**src/logic/pic_defs.vh**
```
// Constants for the priority interrupt controller
`ifndef PIC_DEFS_VH
`define PIC_DEFS_VH

// ------------------------------------------------------------
// Register indices (byte address is four times the index)
// ------------------------------------------------------------
`define PIC_IDX_PRIO_A     16'hfff0
`define PIC_IDX_PRIO_B     16'hfff1
`define PIC_IDX_PRIO_C     16'hfff2
`define PIC_IDX_PRIO_D     16'hfff3
`define PIC_IDX_XFER_EN    16'hfff4
`define PIC_IDX_EV_STAT    16'hfff8
`define PIC_IDX_EV_EN      16'hfff9
`define PIC_IDX_EV_CLR     16'hfffa
`define PIC_IDX_STATE      16'hfffb

// ------------------------------------------------------------
// Priority register layout
// ------------------------------------------------------------
`define PIC_PRIO_WMASK     8'h77
`define PIC_PRIO_RST       8'h00
`define PIC_FLD_HI_LSB     4
`define PIC_FLD_LO_LSB     0

// ------------------------------------------------------------
// Sources
// ------------------------------------------------------------
`define PIC_NUM_SRC        21
`define PIC_SRC_RST        21'h000000
`define PIC_XFER_CAPABLE   21'h1cdddf
`define PIC_SERIAL_MASK    21'h0e0000
`define PIC_NMI_LEVEL      3'h7
`define PIC_NMI_VEC        8'h16

// ------------------------------------------------------------
// Context save and prefetch state counts
// ------------------------------------------------------------
`define PIC_SAVE_MIN_ONCHIP  8'h10
`define PIC_SAVE_MAX_ONCHIP  8'h15
`define PIC_SAVE_MIN_EXT     8'h1c
`define PIC_SAVE_MIN_PERWAIT 8'h06
`define PIC_SAVE_MAX_EXT     8'h29
`define PIC_SAVE_MAX_PERWAIT 8'h0a

// ------------------------------------------------------------
// Event bits in status, enable and clear registers
// ------------------------------------------------------------
`define PIC_EV_W           4
`define PIC_EV_CPU         0
`define PIC_EV_XFER        1
`define PIC_EV_BYPASS      2
`define PIC_EV_DONE        3

`endif

```
**src/logic/pic_ctrl.v**
```verilog
// Priority interrupt controller with APB register access
// Behaviour
// - Each maskable source has a 3-bit level, 7 highest, 0 lowest.
// - Four priority registers hold two fields, bits 6..4 and 2..0.
// - Bits 7 and 3 of priority registers ignore writes, read zero.
// - Reset clears priority registers to zero, masking all but non-maskable.
// - Highest-level pending request is chosen; lower ones stay pending.
// - Accept only when level strictly exceeds CPU mask, else keep pending.
// - Equal levels resolved by fixed ranking, loser stays pending.
// - Resolution takes two clocks, so priority writes act late.
// - Address error, trace and non-maskable bypass level arbitration and mask.
// - Transfer-enable bit set on a transfer-capable source starts transfer controller, else CPU exception.
// - Transfer start clears request, except serial port requests.
// - CPU service waits for instruction end, then saves context.
// - Service clears trace bit, loads mask with level; non-maskable loads 7.
// - Vector fetch one word minimum mode, two words maximum mode.
// - Requests during a transfer wait for its end plus one instruction.
// - Save takes 16/21 states on-chip, 28+6m/41+10m external.
// - Ranking: external zero, one, timers, byte timer, serial, converter.
// - Each source has its own vector entry.
`include "pic_defs.vh"

module pic_ctrl #(
    parameter [7:0] ADDR_ERR_VEC = 8'h08,
    parameter [7:0] TRACE_VEC    = 8'h0c
) (
    input  wire        ref_clk,
    input  wire        rst_b,
    input  wire [17:0] paddr,
    input  wire        psel,
    input  wire        penable,
    input  wire        pwrite,
    input  wire [31:0] pwdata,
    output reg  [31:0] prdata,
    output wire        pready,
    output wire        pslverr,
    input  wire [20:0] src_req,
    output reg  [20:0] src_clr,
    input  wire        nmi_req,
    input  wire        addr_err_req,
    input  wire        trace_req,
    input  wire [2:0]  cpu_mask_level,
    input  wire        max_mode,
    input  wire        ext_stack,
    input  wire [3:0]  wait_states,
    input  wire        instr_done,
    input  wire        xfer_busy,
    output wire        svc_valid,
    output reg         svc_to_xfer,
    output reg  [2:0]  svc_level,
    output reg  [8:0]  svc_vec_addr,
    input  wire        svc_ack,
    output wire        ctx_save,
    output wire        save_code_page,
    output wire [1:0]  vec_words,
    output reg         trace_clr,
    output reg         mask_load,
    output reg  [2:0]  new_mask,
    output reg         exc_done,
    output wire        irq
);

    // ------------------------------------------------------------
    // States
    // ------------------------------------------------------------
    localparam [1:0] ST_IDLE  = 2'h0;
    localparam [1:0] ST_OFFER = 2'h1;
    localparam [1:0] ST_WAIT  = 2'h2;
    localparam [1:0] ST_SAVE  = 2'h3;

    // ------------------------------------------------------------
    // Functions
    // ------------------------------------------------------------
    // Field of the packed priority word that serves source i
    function [2:0] src_level;
        input [4:0]  i;
        input [31:0] p;
        reg   [7:0]  r;
        reg          hi;
        begin
            r  = 8'h00;
            hi = 1'b1;
            case (i)
                5'd0:                       begin r = p[7:0];   hi = 1'b1; end
                5'd1:                       begin r = p[7:0];   hi = 1'b0; end
                5'd2, 5'd3, 5'd4, 5'd5:     begin r = p[15:8];  hi = 1'b1; end
                5'd6, 5'd7, 5'd8, 5'd9:     begin r = p[15:8];  hi = 1'b0; end
                5'd10, 5'd11, 5'd12, 5'd13: begin r = p[23:16]; hi = 1'b1; end
                5'd14, 5'd15, 5'd16:        begin r = p[23:16]; hi = 1'b0; end
                5'd17, 5'd18, 5'd19:        begin r = p[31:24]; hi = 1'b1; end
                default:                    begin r = p[31:24]; hi = 1'b0; end
            endcase
            src_level = hi ? r[`PIC_FLD_HI_LSB+2:`PIC_FLD_HI_LSB]
                           : r[`PIC_FLD_LO_LSB+2:`PIC_FLD_LO_LSB];
        end
    endfunction

    // Minimum-mode vector address; maximum mode doubles it
    function [7:0] src_vec;
        input [4:0] i;
        begin
            if (i < 5'd2)
                src_vec = 8'h40 + {2'h0, i, 1'b0};
            else if (i < 5'd17)
                src_vec = 8'h44 + {2'h0, i, 1'b0};
            else if (i < 5'd20)
                src_vec = 8'h46 + {2'h0, i, 1'b0};
            else
                src_vec = 8'h48 + {2'h0, i, 1'b0};
        end
    endfunction

    function [8:0] vec_addr;
        input [7:0] v;
        input       mx;
        begin
            vec_addr = mx ? {v, 1'b0} : {1'b0, v};
        end
    endfunction

    function [7:0] save_states;
        input       mx;
        input       ext;
        input [3:0] m;
        begin
            if (!ext)
                save_states = mx ? `PIC_SAVE_MAX_ONCHIP : `PIC_SAVE_MIN_ONCHIP;
            else if (mx)
                save_states = `PIC_SAVE_MAX_EXT + {4'h0, m} * `PIC_SAVE_MAX_PERWAIT;
            else
                save_states = `PIC_SAVE_MIN_EXT + {4'h0, m} * `PIC_SAVE_MIN_PERWAIT;
        end
    endfunction

    // ------------------------------------------------------------
    // Registers
    // ------------------------------------------------------------
    reg  [7:0]  prio_q [0:3];
    reg  [20:0] xfer_en_q;
    reg  [3:0]  ev_stat_q;
    reg  [3:0]  ev_en_q;
    reg  [1:0]  state_q;
    reg         cand_valid_q;
    reg  [4:0]  cand_idx_q;
    reg  [2:0]  cand_lvl_q;
    reg         nmi_pend_q;
    reg         aerr_pend_q;
    reg         trace_pend_q;
    reg         hold_q;
    reg  [4:0]  svc_idx_q;
    reg         mode_q;
    reg  [7:0]  cnt_q;
    reg         best_valid;
    reg  [4:0]  best_idx;
    reg  [2:0]  best_lvl;
    reg  [2:0]  lvl_i;
    reg  [31:0] rd_val;
    reg         rd_hit;
    integer     i;
    integer     j;

    wire [15:0] idx      = paddr[17:2];
    wire        setup    = psel & ~penable;
    wire        access   = psel & penable;
    wire        wr       = access & pwrite;
    wire [31:0] prio_all = {prio_q[3], prio_q[2], prio_q[1], prio_q[0]};
    wire        is_prio  = (idx[15:2] == `PIC_IDX_PRIO_A >> 2);
    wire        mapped   = is_prio | (idx == `PIC_IDX_XFER_EN) | (idx == `PIC_IDX_EV_STAT)
                         | (idx == `PIC_IDX_EV_EN) | (idx == `PIC_IDX_EV_CLR) | (idx == `PIC_IDX_STATE);
    wire        any_bypass = nmi_pend_q | aerr_pend_q | trace_pend_q;
    wire        can_take = (state_q == ST_IDLE) & ~hold_q & ~xfer_busy;
    // Candidate must still be raised, since it was sampled a clock ago
    wire        mask_ok  = cand_valid_q & src_req[cand_idx_q] & (cand_lvl_q > cpu_mask_level);
    wire        take_byp = can_take & any_bypass;
    wire        take_src = can_take & ~any_bypass & mask_ok;
    wire [20:0] xfer_ok  = xfer_en_q & `PIC_XFER_CAPABLE;
    wire        to_xfer  = xfer_ok[cand_idx_q];
    wire        save_end = (state_q == ST_SAVE) & (cnt_q == 8'h00);
    wire [3:0]  ev_set;

    assign ev_set[`PIC_EV_CPU]    = take_src & ~to_xfer;
    assign ev_set[`PIC_EV_XFER]   = take_src & to_xfer;
    assign ev_set[`PIC_EV_BYPASS] = take_byp;
    assign ev_set[`PIC_EV_DONE]   = save_end;

    assign pready         = access;
    assign pslverr        = access & (~mapped | (pwrite & ((idx == `PIC_IDX_EV_STAT) | (idx == `PIC_IDX_STATE))));
    assign svc_valid      = (state_q == ST_OFFER);
    assign ctx_save       = (state_q == ST_SAVE);
    assign save_code_page = ctx_save & mode_q;
    assign vec_words      = mode_q ? 2'h2 : 2'h1;
    assign irq            = |(ev_stat_q & ev_en_q);

    // ------------------------------------------------------------
    // Arbitration, first stage
    // ------------------------------------------------------------
    always @* begin
        best_valid = 1'b0;
        best_idx   = 5'h00;
        best_lvl   = 3'h0;
        lvl_i      = 3'h0;
        for (i = 0; i < `PIC_NUM_SRC; i = i + 1) begin
            lvl_i = src_level(i[4:0], prio_all);
            // Strict compare keeps the lower index on ties
            if (src_req[i] && (!best_valid || lvl_i > best_lvl)) begin
                best_valid = 1'b1;
                best_idx   = i[4:0];
                best_lvl   = lvl_i;
            end
        end
    end

    // ------------------------------------------------------------
    // Register read mux
    // ------------------------------------------------------------
    always @* begin
        rd_val = 32'h00000000;
        rd_hit = 1'b1;
        if (is_prio)
            rd_val = {24'h000000, prio_q[idx[1:0]] & `PIC_PRIO_WMASK};
        else if (idx == `PIC_IDX_XFER_EN)
            rd_val = {11'h000, xfer_en_q};
        else if (idx == `PIC_IDX_EV_STAT)
            rd_val = {28'h0000000, ev_stat_q};
        else if (idx == `PIC_IDX_EV_EN)
            rd_val = {28'h0000000, ev_en_q};
        else if (idx == `PIC_IDX_STATE)
            rd_val = {16'h0000, svc_idx_q, svc_level, hold_q, any_bypass, 4'h0, state_q};
        else
            rd_hit = 1'b0;
    end

    // ------------------------------------------------------------
    // APB slave and software registers
    // ------------------------------------------------------------
    always @(posedge ref_clk) begin
        if (!rst_b) begin
            for (j = 0; j < 4; j = j + 1)
                prio_q[j] <= `PIC_PRIO_RST;
            xfer_en_q <= `PIC_SRC_RST;
            ev_en_q   <= 4'h0;
            ev_stat_q <= 4'h0;
            prdata    <= 32'h00000000;
        end else begin
            // Read data captured in setup so the access phase has no wait
            if (setup && !pwrite)
                prdata <= rd_hit ? rd_val : 32'h00000000;
            if (wr && is_prio)
                prio_q[idx[1:0]] <= pwdata[7:0] & `PIC_PRIO_WMASK;
            if (wr && idx == `PIC_IDX_XFER_EN)
                xfer_en_q <= pwdata[20:0];
            if (wr && idx == `PIC_IDX_EV_EN)
                ev_en_q <= pwdata[3:0];
            // New events win over a clear in the same clock
            if (wr && idx == `PIC_IDX_EV_CLR)
                ev_stat_q <= (ev_stat_q & ~pwdata[3:0]) | ev_set;
            else
                ev_stat_q <= ev_stat_q | ev_set;
        end
    end

    // ------------------------------------------------------------
    // Arbitration pipeline, pending bypass requests, hold-off
    // ------------------------------------------------------------
    always @(posedge ref_clk) begin
        if (!rst_b) begin
            cand_valid_q <= 1'b0;
            cand_idx_q   <= 5'h00;
            cand_lvl_q   <= 3'h0;
            nmi_pend_q   <= 1'b0;
            aerr_pend_q  <= 1'b0;
            trace_pend_q <= 1'b0;
            hold_q       <= 1'b0;
        end else begin
            cand_valid_q <= best_valid;
            cand_idx_q   <= best_idx;
            cand_lvl_q   <= best_lvl;
            aerr_pend_q  <= addr_err_req | (aerr_pend_q & ~take_byp);
            nmi_pend_q   <= nmi_req | (nmi_pend_q & ~(take_byp & ~aerr_pend_q));
            trace_pend_q <= trace_req | (trace_pend_q & ~(take_byp & ~aerr_pend_q & ~nmi_pend_q));
            // Held through a transfer and one instruction after it
            if (xfer_busy)
                hold_q <= 1'b1;
            else if (instr_done)
                hold_q <= 1'b0;
        end
    end

    // ------------------------------------------------------------
    // Service sequence
    // ------------------------------------------------------------
    always @(posedge ref_clk) begin
        if (!rst_b) begin
            state_q      <= ST_IDLE;
            svc_to_xfer  <= 1'b0;
            svc_level    <= 3'h0;
            svc_vec_addr <= 9'h000;
            svc_idx_q    <= 5'h00;
            mode_q       <= 1'b0;
            cnt_q        <= 8'h00;
            src_clr      <= `PIC_SRC_RST;
            trace_clr    <= 1'b0;
            mask_load    <= 1'b0;
            new_mask     <= 3'h0;
            exc_done     <= 1'b0;
        end else begin
            src_clr   <= `PIC_SRC_RST;
            trace_clr <= 1'b0;
            mask_load <= 1'b0;
            exc_done  <= 1'b0;
            case (state_q)
                ST_IDLE: begin
                    if (take_byp) begin
                        state_q     <= ST_OFFER;
                        svc_to_xfer <= 1'b0;
                        mode_q      <= max_mode;
                        // Address error and trace leave the mask unchanged
                        svc_level   <= nmi_pend_q & ~aerr_pend_q ? `PIC_NMI_LEVEL : cpu_mask_level;
                        svc_vec_addr <= vec_addr(aerr_pend_q ? ADDR_ERR_VEC
                                               : nmi_pend_q ? `PIC_NMI_VEC : TRACE_VEC, max_mode);
                    end else if (take_src) begin
                        state_q      <= ST_OFFER;
                        svc_to_xfer  <= to_xfer;
                        mode_q       <= max_mode;
                        svc_idx_q    <= cand_idx_q;
                        svc_level    <= cand_lvl_q;
                        svc_vec_addr <= vec_addr(src_vec(cand_idx_q), max_mode);
                    end
                end
                ST_OFFER: begin
                    if (svc_ack) begin
                        if (svc_to_xfer) begin
                            state_q <= ST_IDLE;
                            // Serial requests clear by data register access instead
                            src_clr <= (`PIC_SRC_RST | 21'h000001) << svc_idx_q
                                     & ~`PIC_SERIAL_MASK;
                        end else begin
                            state_q <= ST_WAIT;
                        end
                    end
                end
                ST_WAIT: begin
                    if (instr_done) begin
                        state_q   <= ST_SAVE;
                        cnt_q     <= save_states(mode_q, ext_stack, wait_states) - 8'h01;
                        trace_clr <= 1'b1;
                        mask_load <= 1'b1;
                        new_mask  <= svc_level;
                    end
                end
                ST_SAVE: begin
                    if (save_end) begin
                        state_q  <= ST_IDLE;
                        exc_done <= 1'b1;
                    end else begin
                        cnt_q <= cnt_q - 8'h01;
                    end
                end
                default: state_q <= ST_IDLE;
            endcase
        end
    end

endmodule // pic_ctrl

```
**config.mk**
```make
export PLATFORM = sky130hd
export DESIGN_NAME = pic_ctrl
export DESIGN_NICKNAME = d
export VERILOG_FILES = /design/src/logic/pic_ctrl.v
export VERILOG_INCLUDE_DIRS = /design/src /design/src/logic
export SDC_FILE = /design/constraint.sdc
export NUM_CORES = 1
export LEC_CHECK = 0
export BUFFER_PORTS_ARGS = -buffer_cell sky130_fd_sc_hd__buf_2
export CAP_MARGIN = 20
export CELL_PAD_IN_SITES_DETAIL_PLACEMENT = 1
export CELL_PAD_IN_SITES_GLOBAL_PLACEMENT = 2
export CORE_UTILIZATION = 34
export DETAILED_ROUTE_END_ITERATION = 16
export PLACE_DENSITY = 0.82
export SLEW_MARGIN = 15
export SYNTH_ARGS = -nofsm -noshare
export SYNTH_HDL_FRONTEND = slang
export SYNTH_SLANG_ARGS = --single-unit
```
**constraint.sdc**
```tcl
create_clock -name ref_clk -period 42.9 [get_ports ref_clk]
set_input_delay 6.435 -clock ref_clk [delete_from_list [all_inputs] [get_ports ref_clk]]
set_output_delay 6.435 -clock ref_clk [all_outputs]
set_load 0.1 [all_outputs]
```
==> results.cfg, run 1 <==
[finish]
seq_area_um2 = 3003
final_cell_mix = 157 x nand2_1, 142 x buf_2, 140 x nor2_1, 126 x a21oi_1, 114 x dfxtp_1
antennaDiodeCount = 0
final_common_cell = nand2_1
area_delta_synth_final_pct = 15.16
final_util_pct = 40.30
fin_area_um2 = 11350
fill_cells = 3387
nets = 1492
layout-drive-gt1-share_pct = 17.94
multi_input_area_um2 = 6324

[place]
pre_cts_ws_ns = 4.154
dp_hpwl_um = 25010
placed_cell_area_um2 = 10780
port_buffers = 142
gp_congestion = 0.8307

[synth]
synth_cells = 1224
syn_area_per_cell_um2 = 8.052
syn_area_um2 = 9856
async_flop_share_pct = 0
synth_edf_count = 24
yosysSeqAreaShare_pct = 30.47
ys_ff_latch = 138
synthFlopType = dfxtp_1
ys_types = 95
yosys_warnings = 0

[drt]
via_per_inst = 5.470
drt-total-wl_um = 32280
detail_route.iter0.violations = 530
drtPass1Iterations = 5
wl_per_cell_um = 18.75
drtAntennaViolNets = 0
drc = 0
dr_total_vias = 9414

[floorplan]
die_w_um = 172.3
io_pins = 171
die_h_um = 172.3
rows = 61
dieArea_um2 = 29670
start_util_pct = 34.99
core_area_um2 = 28160

[clock_network]
cts_buffer_depth = 2
root_buffer = clkbuf_16
tritoncts = yes
cts_hold_buffers = 0
clock_sinks = 138
worstSkewPairLatency_ns = 0.43
post-cts-setup-buffers = 0
ctsResizeCount = 0
path_clk_slew_ns = 0.07
cts_buffers = 17
h-tree-depth = 4

[global_routing]
gr-usage-all-layers_pct = 22.26
grt_pass1_wl_um = 51080
top_usage_layer = met2
antenna_found_initial = 0
use_met1_pct = 31.40
grt_util_met3_pct = 2.953
grt_max_degree = 86
gr-total-overflow = 0
use_met2_pct = 35.90
grt_pass1_vias = 9333

[power]
vdd_drop_max_uv = 37.73
pwr_density_cell_nw_per_um2 = 64.92
p_leak_uw = 0.004745

[worst_setup_path]
critPathSlowestCell = a311oi_2
critical_path.top_delay_family = compound AO/OA/AOI/OAI gates
crit_path_max_fanout = 11
crit_top_cell = ha_1
crit_path_max_incr_delay_ns = 0.57
end_kind = register
critPathRequiredTime_ns = 43.19
critPathKind = in2reg
arrival_ns = 38.77
critPathBufInv = 9
start_kind = input port

[sta]
fin_skew_ns = 0.008703
worstMarginPinSlew_ns = 1.040
hold_viol = 0
drv_slew = 0
rsz0062_at_grt = false
fin_crit_sh_pct = 89.70
relSlewSlack_pct = 30.57
fmax_mhz = 25.99
period_minus_slack_ns = 38.48
setup_slack_ns = 4.419
fin_setup_tns_ns = 0
final-setup-viol-count = 0

[hold_path]
min_path_type = reg2reg

[job]
maxCapViolCount = 0

[status]
outcome = completed
==> stage by stage <==
step,total power [uW],std cells,hold WS [ns]
after floorplan,487.7,1238,0.4364
after global placement,576.0,1689,0.4403
after detailed placement,596.2,1689,0.4504
after CTS,740.6,1721,0.4632
after global routing,796.6,1721,0.4869
final,736.8,1721,0.4561
==> state kept, by name, indices dropped and copies added, names as in the netlist, 3 cells and up, named ones only <==
| signal | count |
|---|---|
| prio_q | 24 |
| prdata | 21 |
| xfer_en_q | 21 |
| src_clr | 18 |
| cnt_q | 8 |
| svc_vec_addr | 8 |
| cand_idx_q | 5 |
| svc_idx_q | 5 |
| ev_en_q | 4 |
| ev_stat_q | 4 |
| cand_lvl_q | 3 |
| new_mask | 3 |
| svc_level | 3 |
==> where the power goes <==
group,internal [uW],switching (uW),leakage [uW]
Clock,79.7,63.6,0.000282
Combinational,175,262,0.00331
Sequential,139,17.5,0.00115
Total,394,343,0.00474
==> cell type report <==
cell class                 count  area share (%)
tap                          378           4.167
multi-input combinational    963           55.72
sequential                   138           26.46
inverter                      65           2.150
clock inverter                14           1.080
clock buffer                  18           3.969
timing repair buffer         145           6.460
==> per-layer routing <==
| layer | wire length [um] | part of all wire, % | up-vias |
|---|---|---|---|
| met5 | 0 | 0 | - |
| met4 | 393 | 1.2 | 0 |
| li1 | - | - | 4600 |
| met2 | 14930 | 46 | 181 |
| met1 | 15810 | 49 | 4606 |
| met3 | 1141 | 3.5 | 27 |
==> synthesized netlist by cell type, drive strengths merged (6+ instances only) <==
cell type  count  area share (%)
nand2        157             6.0
nor2         141             5.4
a21oi        126             6.4
dfxtp        114              23
ha            69             8.8
inv           63             2.4
o21ai         58             3.2
clkbuf        48             1.8
nand3         37             1.9
mux2i         34             3.5
nor3          26             1.4
buf           24             1.7
edfxtp        24             7.3
a31oi         18             1.2
mux2          18             2.1
nor2b         17             1.1
nand2b        16             1.0
mux4          15             3.4
o211ai        13            0.99
a211oi        12             1.1
a22oi         12            0.91
nor4          12            0.91
o31ai         11            0.89
and2          10            0.63
and3          10            0.69
nand3b         9            0.69
a21o           8            0.61
or3            8            0.51
xnor2          8            0.71
a22o           7            0.62
nand4          7            0.44
or2            7            0.44
or4            7            0.57
o21a           6            0.53
xor2           6            0.53
==> cell families (layout without fill, tap and decap cells) <==
logic type	count (synthesis)	count (layout)	synth area share [%]
buffers and inverters	137	242	5.967
muxes	67	67	8.975
AOI/OAI and AO/OA	323	323	21.61
adders and majority gates	71	71	9.166
and+or+nand+nor	473	473	22.53
other	1	15	0.03805
xor gates and xnor gates	14	14	1.244
DFF	138	138	30.47
==> final timing paths <==
path | cells past startpoint | to | from | slack, ns
worst max-delay path | 149 | cand_lvl_q[1] | src_req[0] | 4.42
worst min register to register | 2 | prdata[1] | prdata[1] | 0.46
worst min-delay path | 2 | prdata[1] | prdata[1] | 0.46
worst max register to register | 147 | cand_lvl_q[1] | prio_q[0][2] | 10.27
==> worst reg2reg max path, delay by kind of cell, from the launching register on <==
kind                     cells  cell delay [ns]
AO/OA/AOI/OAI               65            14.11
AND/OR/NAND/NOR             41             7.19
adder cells (fa/ha/maj)     20             5.63
multiplexers                13             4.33
buffers and inverters        8             0.75
flip-flops                   1             0.48
(Power assumes the default switching activity.)
==> inputs of run 2 (changes only) <==
--- a/config.mk
+++ b/config.mk
@@ -6,13 +6,14 @@
 export SDC_FILE = /design/constraint.sdc
 export NUM_CORES = 1
 export LEC_CHECK = 0
+export ABC_AREA = 1
 export BUFFER_PORTS_ARGS = -buffer_cell sky130_fd_sc_hd__buf_2
 export CAP_MARGIN = 20
 export CELL_PAD_IN_SITES_DETAIL_PLACEMENT = 1
 export CELL_PAD_IN_SITES_GLOBAL_PLACEMENT = 2
-export CORE_UTILIZATION = 34
+export CORE_UTILIZATION = 31
 export DETAILED_ROUTE_END_ITERATION = 16
-export PLACE_DENSITY = 0.82
+export PLACE_DENSITY = 0.81
 export SLEW_MARGIN = 15
 export SYNTH_ARGS = -nofsm -noshare
 export SYNTH_HDL_FRONTEND = slang
==> results.cfg, run 2 <==
[floorplan]
rows = 64
core_area_um2 = 30590
die_h_um = 178.3
start_util_pct = 31.51
io_pins = 171
die_w_um = 178.3
dieArea_um2 = 31800

[hold_path]
min_path_type = reg2reg
min_from = new_mask[0]

[clock_network]
h-tree-depth = 4
worstSkewPairLatency_ns = 0.42
cts_hold_buffers = 0
cts_buffers = 17
root_buffer = clkbuf_16
tritoncts = yes
clock_sinks = 138
post-cts-setup-buffers = 0
path_clk_slew_ns = 0.06
cts_buffer_depth = 2
ctsResizeCount = 0

[finish]
largest_register = prio_q
final_common_cell = nand2_1
fin_area_um2 = 11220
nets = 1714
final_cell_count_no_fill = 1961
largest_reg_flops = 24
layout-drive-gt1-share_pct = 15.14
area_delta_synth_final_pct = 16.46
fill_cells = 3968
final_cell_mix = 286 x nand2_1, 184 x inv_1, 154 x nor2_1, 151 x o21ai_0, 142 x buf_2
reg_top3 = prio_q x24, prdata x21, xfer_en_q x21
antennaDiodeCount = 0

[worst_setup_path]
critPathSlowestCell = o21ai_0
crit_top_cell = nand2_1
crit_start = src_req[0]
end_kind = register
crit_path_max_incr_delay_ns = 0.38
start_kind = input port
crit_path_max_fanout = 11
critPathRequiredTime_ns = 43.20
r2r-start = prio_q[0][5]
critPathKind = in2reg
arrival_ns = 27.34

[synth]
synth_edf_count = 24
synth_cells = 1423
synthFlopType = dfxtp_1
synth_largest_area_cell = dfxtp_1
ys_types = 50
synthMostInstantiatedCell = nand2_1
netlist_top_cells_area = dfxtp_1 24%, nand2_1 11%, ha_1 9.0%
yosys_warnings = 0
ys_ff_latch = 138
yosysSeqAreaShare_pct = 31.16
synth_top_area_share_pct = 23.68
async_flop_share_pct = 0
synth_commonest_cells = 286 x nand2_1, 184 x inv_1, 154 x nor2_1, 151 x o21ai_0, 114 x dfxtp_1
syn_area_per_cell_um2 = 6.773
syn_area_um2 = 9638

[global_routing]
grt_pass1_vias = 10020
grt_pass1_wl_um = 51830
grt_max_degree = 58
antenna_found_initial = 0
gr-total-overflow = 0
gr-usage-all-layers_pct = 20.86

[sta]
rsz0062_at_grt = false
final-setup-viol-count = 0
fmax_mhz = 36.99
relSlewSlack_pct = 33.99
fin_setup_tns_ns = 0
drv_slew = 0
fin_crit_sh_pct = 63.02
hold_slack_ns = 0.4526
hold_viol = 0
period_minus_slack_ns = 27.03
worstMarginPinSlew_ns = 0.9891
fin_skew_ns = 0.006279

[drt]
dr_total_vias = 9925
drc = 0
detail_route.iter0.violations = 420
drt-total-wl_um = 32220
via_per_inst = 5.061
drtAntennaViolNets = 0
wl_per_cell_um = 16.43
drtPass1Iterations = 5

[place]
gp_congestion = 0.8305
place_inst = 1929
placed_cell_area_um2 = 10680
port_buffers = 142
dp_hpwl_um = 25140

[status]
outcome = completed

[job]
maxCapViolCount = 0
run 2: stage by stage:
stage | utilization, % | setup slack [ns]
after detailed placement | 34.91 | 15.36
after floorplan | - | 18.73
after global placement | 34.91 | 15.96
after global routing | 36.69 | 12.97
after CTS | 36.69 | 15.71
final | 36.69 | 15.87
run 2: layer usage:
metal | vias up | track usage, % | share of wire [%]
met5 | - | 0 | 0
met4 | 0 | 5.473 | 1.4
met3 | 23 | 2.899 | 3.5
met2 | 178 | 36.00 | 48
met1 | 4746 | 27.04 | 47
li1 | 4978 | - | -
run 2: cell families after synthesis:
| family | count (synthesis) | share of synthesized area (%) |
|---|---|---|
| AO/OA/AOI/OAI | 330 | 19.21 |
| XOR/XNOR | 10 | 0.9087 |
| adder cells (fa/ha/maj) | 71 | 9.373 |
| buffers and inverters | 245 | 10.36 |
| flip-flops | 138 | 31.16 |
| other | 1 | 0.03891 |
| AND/OR/NAND/NOR | 628 | 28.95 |
run 2: area by class of cell:
cell class	count	area, um^2	area share [%]
inverters	192	723.2	6.443
flip-flops and latches	138	3003	26.75
multi-input cells	1054	5695	50.74
well taps	396	495.5	4.414
clock inverters	12	97.59	0.8695
repair buffers	149	763.2	6.800
clock buffers	20	446.7	3.979
run 2: worst max-delay path: cells and delay by family:
kind | cells | cell delay [ns]
AOI/OAI and AO/OA | 36 | 5.36
adders and majority gates | 20 | 6.22
buffers and inverters | 19 | 1.38
and+or+nand+nor | 101 | 7.89
run 2: final timing paths:
check | endpoint | slack [ns] | cells past startpoint
worst max-delay path | cand_lvl_q[2] | 15.87 | 176
worst min-delay path | new_mask[0] | 0.45 | 2
worst max register to register | cand_lvl_q[2] | 21.68 | 175
worst min register to register | new_mask[0] | 0.45 | 2
Power of run 2 is not shown: default switching activity piles up to over one toggle a cycle in this logic, so the estimate is an artifact.
==> inputs of run 3 (changes only) <==
--- a/config.mk
+++ b/config.mk
@@ -6,14 +6,14 @@
 export SDC_FILE = /design/constraint.sdc
 export NUM_CORES = 1
 export LEC_CHECK = 0
-export ABC_AREA = 1
+export ABC_AREA = 0
 export BUFFER_PORTS_ARGS = -buffer_cell sky130_fd_sc_hd__buf_2
 export CAP_MARGIN = 20
 export CELL_PAD_IN_SITES_DETAIL_PLACEMENT = 1
 export CELL_PAD_IN_SITES_GLOBAL_PLACEMENT = 2
-export CORE_UTILIZATION = 31
+export CORE_UTILIZATION = 30
 export DETAILED_ROUTE_END_ITERATION = 16
-export PLACE_DENSITY = 0.81
+export PLACE_DENSITY = 0.77
 export SLEW_MARGIN = 15
 export SYNTH_ARGS = -nofsm -noshare
 export SYNTH_HDL_FRONTEND = slang
==> constraint.sdc (replaced) <==
create_clock -name ref_clk -period 23.4 [get_ports ref_clk]
set_input_delay 3.51 -clock ref_clk [delete_from_list [all_inputs] [get_ports ref_clk]]
set_output_delay 3.51 -clock ref_clk [all_outputs]
set_load 0.1 [all_outputs]
==> results.cfg, run 3 (same netlist as run 1, synthesis figures left out) <==
[clock_network]
cts_buffers = 17
cts_hold_buffers = 0
root_buffer = clkbuf_16
path_clk_slew_ns = 0.06
clock_sinks = 138
worstSkewPairLatency_ns = 0.43
tritoncts = yes
h-tree-depth = 4
cts_buffer_depth = 2

[global_routing]
grt_pass1_vias = 10440
gr-usage-all-layers_pct = 21.81
use_met2_pct = 35.73
grt_max_degree = 87
grt_pass1_wl_um = 57150
use_met1_pct = 29.85
antenna_found_initial = 1
grt_util_met3_pct = 2.720
gr-total-overflow = 0
top_usage_layer = met2

[place]
port_buffers = 142
gp_congestion = 0.8395
pre_cts_ws_ns = -5.703
dp_hpwl_um = 27670

[drt]
drc = 0
drtPass1Iterations = 5
drtAntennaViolNets = 0
detail_route.iter0.violations = 611
dr_total_vias = 10390
wl_per_cell_um = 18.91
drt-total-wl_um = 37560
via_per_inst = 5.232

[sta]
rsz0062_at_grt = true
drv_slew = 0
period_minus_slack_ns = 28.68
setup_slack_ns = -5.282
fin_setup_tns_ns = -41.47
fin_crit_sh_pct = 122.6
worstMarginPinSlew_ns = 0.9828
relSlewSlack_pct = 34.48
fin_skew_ns = 0.01056
fmax_mhz = 34.87
hold_viol = 0
final-setup-viol-count = 8

[worst_setup_path]
critPathKind = in2reg
critical_path.top_delay_family = compound AO/OA/AOI/OAI gates
critPathRequiredTime_ns = 23.70
crit_path_max_fanout = 6
critPathBufInv = 9
start_kind = input port
critPathSlowestCell = or3_4
crit_path_max_incr_delay_ns = 0.43
arrival_ns = 28.98
crit_top_cell = a21oi_2
end_kind = register

[finish]
reg_top3 = prio_q x24, prdata x21, xfer_en_q x21
final_util_pct = 42.76
largest_reg_flops = 24
final_common_cell = buf_4
final_cell_mix = 202 x buf_4, 143 x nand2_1, 141 x buf_2, 132 x nor2_1, 114 x dfxtp_1
largest_register = prio_q
layout-drive-gt1-share_pct = 37.31
nets = 1693
antennaDiodeCount = 0
area_delta_synth_final_pct = 40.80

[floorplan]
die_w_um = 183.3
dieArea_um2 = 33580
start_util_pct = 30.37
die_h_um = 183.3
rows = 66
io_pins = 171
core_area_um2 = 32450

[power]
pwr_density_cell_nw_per_um2 = 142.6
fin_total_pwr_uw = 1979
p_leak_uw = 0.005870
vdd_drop_max_uv = 90.44

[status]
outcome = complete, but fails checks
violations = negative setup slack

[job]
maxCapViolCount = 0

[hold_path]
min_path_type = reg2reg
-- run 3: routing by layer --
metal / up-vias / share of wire [%]
li1: 5013 / -
met1: 5119 / 47
met2: 214 / 48
met3: 44 / 3.4
met4: 0 / 2.0
met5: - / 0
-- run 3: path summary, 6_finish.rpt --
check	startpoint	end	slack [ns]	cells past startpoint
max	src_req[0]	cand_idx_q[2]	-5.28	154
min	prdata[18]	prdata[18]	0.45	2
max reg2reg	prio_q[0][5]	cand_idx_q[2]	-2.54	153
min reg2reg	prdata[18]	prdata[18]	0.45	2
-- run 3: timing repair --
action                                  CTS  global route
endpoints found under the setup margin    8             8
endpoints found under the hold margin     0             0
pin swaps                                58            81
buffers inserted                         38            26
gates resized for setup                  34            62
-- run 3: worst register-to-register path, delay by kind of cell, from the launching register on --
| kind | cells | cell delay, ns |
|---|---|---|
| buffers and inverters | 8 | 0.74 |
| adders and majority gates | 20 | 5.78 |
| muxes | 11 | 2.67 |
| and+or+nand+nor | 48 | 6.78 |
| DFF | 1 | 0.42 |
| AOI/OAI and AO/OA | 66 | 9.36 |
-- run 3: power breakdown --
| part | leakage (uW) | total [uW] | internal [uW] | switching, uW |
|---|---|---|---|---|
| Clock | 0.000273 | 258 | 139 | 119 |
| Combinational | 0.00445 | 1450 | 743 | 708 |
| Sequential | 0.00115 | 270 | 254 | 15.8 |
| Total | 0.00587 | 1980 | 1140 | 842 |
-- run 3: stage by stage --
stage	hold slack (ns)	instances	area, um^2
2_1_floorplan	0.4364	1238	10420
3_3_place_gp	0.4401	1892	12400
3_5_place_dp	0.4474	1892	12400
4_1_cts	0.4599	1962	13400
5_1_grt	0.4881	1986	13880
6_report	0.4547	1986	13880
-- run 3: area by class of cell --
| class | count | area, um^2 |
|---|---|---|
| fill | 3891 | 18580 |
| multi-input combinational | 963 | 7253 |
| sequential | 138 | 3003 |
| timing repair buffer | 346 | 2265 |
| tap | 442 | 553.0 |
| clock buffer | 17 | 425.4 |
| inverter | 65 | 246.5 |
| clock inverter | 15 | 131.4 |
